===== src/verilog/sbsd_pkg.sv =====
`default_nettype none
package sbsd_pkg;
  // Register byte offsets
  localparam logic [7:0] OFF_CTRL   = 8'h00;
  localparam logic [7:0] OFF_DATA   = 8'h04;
  localparam logic [7:0] OFF_EVENT  = 8'h08;
  localparam logic [7:0] OFF_ACKIN  = 8'h0c;
  localparam logic [7:0] OFF_CMDOUT = 8'h10;

  // Control register field positions
  localparam int CTL_SI      = 0;
  localparam int CTL_ACK     = 1;
  localparam int CTL_ARBITRATION_LOST_FLAG = 2;
  localparam int CTL_ACKNOWLEDGE_REQUEST_FLAG   = 3;
  localparam int CTL_STOP    = 4;
  localparam int CTL_START   = 5;
  localparam int CTL_TRANSMIT_DIRECTION_FLAG  = 6;
  localparam int CTL_MASTER  = 7;

  // Status vector codes, ordered owner, direction, start, stop
  localparam logic [3:0] CODE_MT_START = 4'he;
  localparam logic [3:0] CODE_MT_BYTE  = 4'hc;
  localparam logic [3:0] CODE_MR_BYTE  = 4'h8;
  localparam logic [3:0] CODE_ST_BYTE  = 4'h4;
  localparam logic [3:0] CODE_ST_STOP  = 4'h5;
  localparam logic [3:0] CODE_SR_ADDR  = 4'h2;
  localparam logic [3:0] CODE_IDLE     = 4'h0;

  // Byte events reported by the shift engine
  typedef enum logic [2:0] {
    EV_NONE, EV_START_DONE, EV_MTX_BYTE, EV_MRX_BYTE,
    EV_STX_BYTE, EV_STX_ERROR, EV_STX_STOP, EV_SADDR
  } sbsd_event_t;

  // Actions handed to the shift engine when the event flag is cleared
  typedef enum logic [2:0] {
    ACT_NONE, ACT_SEND_DATA, ACT_RECEIVE, ACT_STOP,
    ACT_RESTART, ACT_STOP_START
  } sbsd_action_t;
endpackage : sbsd_pkg
`default_nettype wire


===== src/verilog/sbsd_decode.sv =====
`default_nettype none
// Maps an event into the status code and flags it presents
module sbsd_decode (
  // Event in
  input  wire sbsd_pkg::sbsd_event_t ev,
  input  wire logic                  was_master,
  // Status out
  output logic [3:0]                 code,
  output logic                       acknowledge_request_flag,
  output logic                       arbitration_lost_flag
);
  always_comb begin
    code    = sbsd_pkg::CODE_IDLE;
    acknowledge_request_flag   = 1'b0;
    arbitration_lost_flag = 1'b0;
    case (ev)
      sbsd_pkg::EV_START_DONE: code = sbsd_pkg::CODE_MT_START;
      sbsd_pkg::EV_MTX_BYTE:   code = sbsd_pkg::CODE_MT_BYTE;
      sbsd_pkg::EV_MRX_BYTE: begin
        code  = sbsd_pkg::CODE_MR_BYTE;
        acknowledge_request_flag = 1'b1;
      end
      sbsd_pkg::EV_STX_BYTE:   code = sbsd_pkg::CODE_ST_BYTE;
      sbsd_pkg::EV_STX_ERROR: begin
        code    = sbsd_pkg::CODE_ST_BYTE;
        arbitration_lost_flag = 1'b1;
      end
      sbsd_pkg::EV_STX_STOP:   code = sbsd_pkg::CODE_ST_STOP;
      sbsd_pkg::EV_SADDR: begin
        code    = sbsd_pkg::CODE_SR_ADDR;
        acknowledge_request_flag   = 1'b1;
        arbitration_lost_flag = was_master;
      end
      default: code = sbsd_pkg::CODE_IDLE;
    endcase
  end
endmodule : sbsd_decode
`default_nettype wire


===== src/verilog/sbsd_top.sv =====
`default_nettype none
module sbsd_top (
  // Clock and reset
  input  wire logic        hclk,
  input  wire logic        hresetn,
  // AHB-Lite slave
  input  wire logic        hsel,
  input  wire logic [31:0] haddr,
  input  wire logic [1:0]  htrans,
  input  wire logic        hwrite,
  input  wire logic [2:0]  hsize,
  input  wire logic [31:0] hwdata,
  input  wire logic        hready,
  output logic      [31:0] hrdata,
  output logic             hreadyout,
  output logic             hresp,
  // Shift engine side
  input  wire logic        ev_valid,
  input  wire logic [2:0]  ev_code,
  input  wire logic        ev_ack_in,
  input  wire logic [7:0]  ev_rx_byte,
  output logic             act_valid,
  output logic      [2:0]  act_code,
  output logic             act_ack_out,
  output logic      [7:0]  act_tx_byte,
  output logic             engine_busy
);
  typedef struct packed {
    logic [31:0]           rdata;
    logic                  wr_pend;
    logic [7:0]            wr_addr;
    logic                  si;
    logic [3:0]            code;
    logic                  acknowledge_request_flag;
    logic                  arbitration_lost_flag;
    logic                  ack_in;
    logic                  ack_out;
    logic                  start_req;
    logic                  stop_req;
    logic [7:0]            data;
    logic                  data_written;
    logic                  master;
    sbsd_pkg::sbsd_event_t last_ev;
    logic                  act_valid;
    logic [2:0]            act_code;
    logic                  act_ack;
    logic [7:0]            act_byte;
    logic                  busy;
  } sbsd_state_t;

  sbsd_state_t q;
  sbsd_state_t d;

  sbsd_pkg::sbsd_event_t ev_in;
  logic [3:0]            dec_code;
  logic                  dec_acknowledge_request_flag;
  logic                  dec_arbitration_lost_flag;
  logic [7:0]            ctl_view;
  logic                  take_req;
  logic                  take_ev;

  assign ev_in    = sbsd_pkg::sbsd_event_t'(ev_code);
  assign take_req = hsel && hready && htrans[1];
  // Events only land while software is not holding the status
  assign take_ev  = ev_valid && !q.si && !q.act_valid;

  sbsd_decode u_decode (
    .ev         (ev_in),
    .was_master (q.master),
    .code       (dec_code),
    .acknowledge_request_flag      (dec_acknowledge_request_flag),
    .arbitration_lost_flag    (dec_arbitration_lost_flag)
  );

  always_comb begin
    // Status nibble sits above the flags in the control view
    ctl_view = {q.code, q.acknowledge_request_flag, q.arbitration_lost_flag, q.ack_out, q.si};
    // While the flag is set, written start and stop requests are ORed into bits 5 and 4, inside the code nibble
    if (q.si) begin
      ctl_view[sbsd_pkg::CTL_START] |= q.start_req;
      ctl_view[sbsd_pkg::CTL_STOP]  |= q.stop_req;
    end
    if (q.acknowledge_request_flag == 1'b0) begin
      ctl_view[sbsd_pkg::CTL_ACK] = q.ack_in;
    end
  end

  always_comb begin
    d           = q;
    d.act_valid = 1'b0;
    d.wr_pend   = 1'b0;

    // Address phase: capture writes, prepare read data one cycle later
    if (take_req) begin
      d.wr_pend = hwrite;
      d.wr_addr = haddr[7:0];
      d.rdata   = 32'h0;
      if (!hwrite) begin
        case (haddr[7:0])
          sbsd_pkg::OFF_CTRL:   d.rdata = {24'h0, ctl_view};
          sbsd_pkg::OFF_DATA:   d.rdata = {24'h0, q.data};
          sbsd_pkg::OFF_EVENT:  d.rdata = {29'h0, q.last_ev};
          sbsd_pkg::OFF_ACKIN:  d.rdata = {31'h0, q.ack_in};
          sbsd_pkg::OFF_CMDOUT: d.rdata = {28'h0, q.busy, q.act_code};
          default:              d.rdata = 32'h0;
        endcase
      end
    end

    // Data phase of a write
    if (q.wr_pend) begin
      case (q.wr_addr)
        sbsd_pkg::OFF_CTRL: begin
          d.start_req = hwdata[sbsd_pkg::CTL_START];
          d.stop_req  = hwdata[sbsd_pkg::CTL_STOP];
          d.ack_out   = hwdata[sbsd_pkg::CTL_ACK];
          // Clearing the event flag releases the engine with an action
          if (q.si && !hwdata[sbsd_pkg::CTL_SI]) begin
            d.si        = 1'b0;
            d.act_valid = 1'b1;
            d.busy      = 1'b1;
            d.act_ack   = hwdata[sbsd_pkg::CTL_ACK];
            d.act_byte  = q.data;
            d.act_code  = sbsd_pkg::ACT_NONE;
            if (hwdata[sbsd_pkg::CTL_START] && hwdata[sbsd_pkg::CTL_STOP])
              d.act_code = sbsd_pkg::ACT_STOP_START;
            else if (hwdata[sbsd_pkg::CTL_STOP])
              d.act_code = sbsd_pkg::ACT_STOP;
            else if (hwdata[sbsd_pkg::CTL_START])
              d.act_code = sbsd_pkg::ACT_RESTART;
            else if (q.data_written)
              d.act_code = sbsd_pkg::ACT_SEND_DATA;
            else if (q.code == sbsd_pkg::CODE_MT_BYTE && q.ack_in)
              d.act_code = sbsd_pkg::ACT_RECEIVE;
            else if (q.code == sbsd_pkg::CODE_MR_BYTE ||
                     q.code == sbsd_pkg::CODE_SR_ADDR)
              d.act_code = sbsd_pkg::ACT_RECEIVE;
            else
              d.act_code = sbsd_pkg::ACT_NONE;
            d.data_written = 1'b0;
          end
        end
        sbsd_pkg::OFF_DATA: begin
          // Writes while the engine shifts would corrupt the byte
          if (q.si) begin
            d.data         = hwdata[7:0];
            d.data_written = 1'b1;
          end
        end
        default: d.data = d.data;
      endcase
    end

    // A new event latches status; it is refused while the flag is set
    if (take_ev) begin
      if (ev_in != sbsd_pkg::EV_NONE) begin
        d.si        = 1'b1;
        d.busy      = 1'b0;
        d.last_ev   = ev_in;
        d.code      = dec_code;
        d.acknowledge_request_flag     = dec_acknowledge_request_flag;
        d.arbitration_lost_flag   = dec_arbitration_lost_flag;
        d.ack_in    = ev_ack_in;
        d.data      = ev_rx_byte;
        d.start_req = 1'b0;
        d.stop_req  = 1'b0;
        d.master    = dec_code[3];
      end
    end
  end

  always_ff @(posedge hclk or negedge hresetn) begin
    if (!hresetn) begin
      q <= '0;
    end else begin
      q <= d;
    end
  end

  assign hrdata      = q.rdata;
  assign hreadyout   = 1'b1;
  assign hresp       = 1'b0;
  assign act_valid   = q.act_valid;
  assign act_code    = q.act_code;
  assign act_ack_out = q.act_ack;
  assign act_tx_byte = q.act_byte;
  assign engine_busy = q.busy;
endmodule : sbsd_top
`default_nettype wire


===== config.mk =====
export PLATFORM = sky130hd
export DESIGN_NAME = sbsd_top
export DESIGN_NICKNAME = d
export VERILOG_FILES = /design/src/verilog/sbsd_pkg.sv /design/src/verilog/sbsd_decode.sv /design/src/verilog/sbsd_top.sv
export SDC_FILE = /design/constraint.sdc
export NUM_CORES = 1
export LEC_CHECK = 0
export ABC_CLOCK_PERIOD_IN_PS = 2340
export BUFFER_PORTS_ARGS = -buffer_cell sky130_fd_sc_hd__buf_4
export CORE_AREA = 2 2 71 124
export DETAILED_ROUTE_END_ITERATION = 7
export DIE_AREA = 0 0 73 126
export PLACE_DENSITY_LB_ADDON = 0.15
export SLEW_MARGIN = 10
export SYNTH_ARGS = -nofsm -noshare
export SYNTH_HDL_FRONTEND = slang
export SYNTH_HIERARCHICAL = 1
export SYNTH_SLANG_ARGS = --single-unit

===== constraint.sdc =====
create_clock -name hclk -period 2.34 [get_ports hclk]
set_input_delay 0 -clock hclk [delete_from_list [all_inputs] [get_ports hclk]]
set_output_delay 0 -clock hclk [all_outputs]
set_load 0.01 [all_outputs]

==> flow_summary.ini <==
[clocking]
cts_setup_buffers = 0
clk_pin_slew_ps = 60
cts_root_buffer = clkbuf_16
cts.sinks = 54
cts_buffer_depth = 2
cts_made_buffers = 5
h-tree-depth = 2
worstSkewPairLatency_ps = 290
tritoncts = built

[worst_setup_path]
r2r-start = q[43]
cp.arrival_ps = 2140
path_depth = 4
crit_fanout = 4
cp.required_ps = 2530
path_class = register to register
start_kind = register
crit_start = q[43]
reg2regPathDepth = 4
reg2reg_slack_ps = 380
crit_slowest_cell = or4_4
crit_end = q[18]
max_stage_delay_ps = 580
crit_path_end_kind = register
critical_path_buf_inv_count = 0
crit_chain = or4_4, or2_1, or3_4, a21o_2
cpLargestDelayFamily = simple AND/OR/NAND/NOR gates
r2r-end = q[18]

[yosys]
synth_area_um2 = 2824
ys_types = 40
synth_edf_count = 0
synth.yosys.warnings = 6
seq_area_frac_synth_pct = 47.85
syn_area_per_cell_um2 = 10.19
syn_inst = 277
ys_ff_latch = 54
async_flop_share_pct = 100.0
synth_flop_cell = dfrtp_1

[finish]
insertedDiodeCount = 0
final_nets = 425
drive_gt1_share_pct = 28.70
final_cell_mix = buf_4, dfrtp_1, nand2_1
n_fill_cell = 814
final_common_cell = buf_4
area_delta_synth_final_pct = 23.26
instances_no_fill = 430
multi_input_comb_area_um2 = 1185
regArea_um2 = 1351

[routing]
wl_per_cell_um = 14.56
firstDrtPassIters = 4
vias = 2025
drcViolationCount = 0
first_iter_violations = 91
via_per_inst = 4.709
antenna_left = 0
drt-total-wl_um = 6260

[timing]
fin_crit_sh_pct = 83.60
maxSlewViolCount = 0
rsz0062_at_grt = false
slew-limit-headroom_pct = 28.90
post-route-min-period_ps = 1956
fin_skew_ps = 3.277
tightest_slew_ps = 1067
timing.setup.tns_ps = 0
setup_violations = 0
finalHoldViolations = 0
clock.fmax_ghz = 0.5112

[status]
status = finished clean

[global_routing]
antenna_found_initial = 0
grt_pass1_wl_um = 10390
grt_max_degree = 55
grt_overflow = 0
track_usage_pct = 14.85
grt_pass1_vias = 2077

[floorplan]
chipHeight_um = 126
pin_count = 135
dieArea_um2 = 9198
core-area_um2 = 8203
fp.dieW_um = 73
num_rows = 44
start_util_pct = 34.43

[power]
ir_drop_mv = 0.2771
cellPowerDensity_nw_per_um2 = 716.4
leakage_nw = 1.679

[placement]
dp_cells = 401
io_buffers = 56
dp_hpwl_um = 4556
place_congestion = 0.7331

[job]
drv_cap = 0

[worst_hold_path]
hold_class = input pin to register
==> worst reg2reg max path: cells and delay by family (launching register included) <==
family / cells / cell delay (ps)
compound gates: 1 / 220
flops: 1 / 380
simple gates: 3 / 1250
==> worst min-delay path by stage <==
stage / cells after the start / startpoint / endpoint / slack [ps]
2_1_floorplan: 0 / hresetn / act_ack_out / -300
3_3_place_gp: 1 / hresetn / act_tx_byte[2] / 90
3_5_place_dp: 1 / hresetn / act_tx_byte[2] / 90
4_1_cts: 3 / hwdata[2] / q[21] / 8
5_1_grt: 3 / hwdata[2] / q[21] / 20
6_report: 3 / hwdata[6] / q[25] / 10
==> state kept, by name (all words and copies together) (netlist names) <==
name,flops
act_ack_out,1
act_code,3
act_tx_byte,8
act_valid,1
ctl_view,5
engine_busy,1
hrdata,8
q,27
==> metrics by stage <==
step                power (mW)  util, %  setup WS (ps)  hold slack, ps  cell area (um2)
floorplan                1.618        -          413.7          -295.6             2914
global placement         1.777    38.13          385.0           92.19             3128
detailed placement       1.791    38.13          390.7           94.32             3128
CTS                      2.529    42.43          376.0           8.412             3481
global route             2.647    42.43          324.0           23.13             3481
finish                   2.494    42.43          383.7           11.22             3481
==> cell type report <==
class,instances,area share [%]
Multi-Input combinational cell,190,34.04
Sequential cell,54,38.82
Inverter,3,0.3235
Timing Repair Buffer,84,19.70
Tap cell,92,3.307
Clock buffer,7,3.810
==> routing by layer <==
metal | vias to the layer above | wire length [um] | track usage [%]
met4 | 0 | 133 | 5.991
li1 | 988 | - | -
met2 | 57 | 3372 | 26.02
met1 | 972 | 2535 | 17.20
met5 | - | 0 | 0
met3 | 8 | 219 | 2.880
==> cells in the mapped netlist, types with 2 or more instances <==
cell,count,share of area (%)
or3_1,2,0.44
inv_1,3,0.40
a22o_1,4,1.2
nand2b_1,2,0.44
mux2_2,20,8.0
or2_1,2,0.44
nand2_1,36,4.8
o31ai_1,2,0.53
clkbuf_1,6,0.80
nand3b_1,4,1.1
conb_1,2,0.27
nor2_1,25,3.3
nand3_1,2,0.35
buf_4,45,12
mux2i_1,16,5.7
a21oi_1,20,3.5
nor3_1,4,0.71
o21ai_0,6,1.1
nor2b_1,2,0.44
dfrtp_1,54,48
==> logic make-up (layout without fill, tap and decap cells) <==
| kind of cell | Yosys count | count (layout) | synth area share (%) |
|---|---|---|---|
| and+or+nand+nor | 88 | 88 | 15.42 |
| buffers and inverters | 57 | 94 | 13.87 |
| DFF | 54 | 54 | 47.85 |
| AOI/OAI and AO/OA | 40 | 40 | 8.950 |
| muxes | 36 | 36 | 13.65 |
| other | 2 | 26 | 0.2659 |
==> report_power, final <==
group	switching (mW)	leakage, nW	internal (mW)
sequential	0.165	0.694	1.12
combinational	0.241	0.921	0.268
clock	0.308	0.0640	0.392
total	0.714	1.68	1.78
==> timing repair <==
| action | 4_1_cts | 5_1_grt |
|---|---|---|
| hold buffers | 22 | 0 |
| endpoints found under the setup margin | 0 | 0 |
| gates resized for setup | 0 | 0 |
| endpoints found under the hold margin | 77 | 0 |
Note: power is estimated with default switching activity, not from simulation.
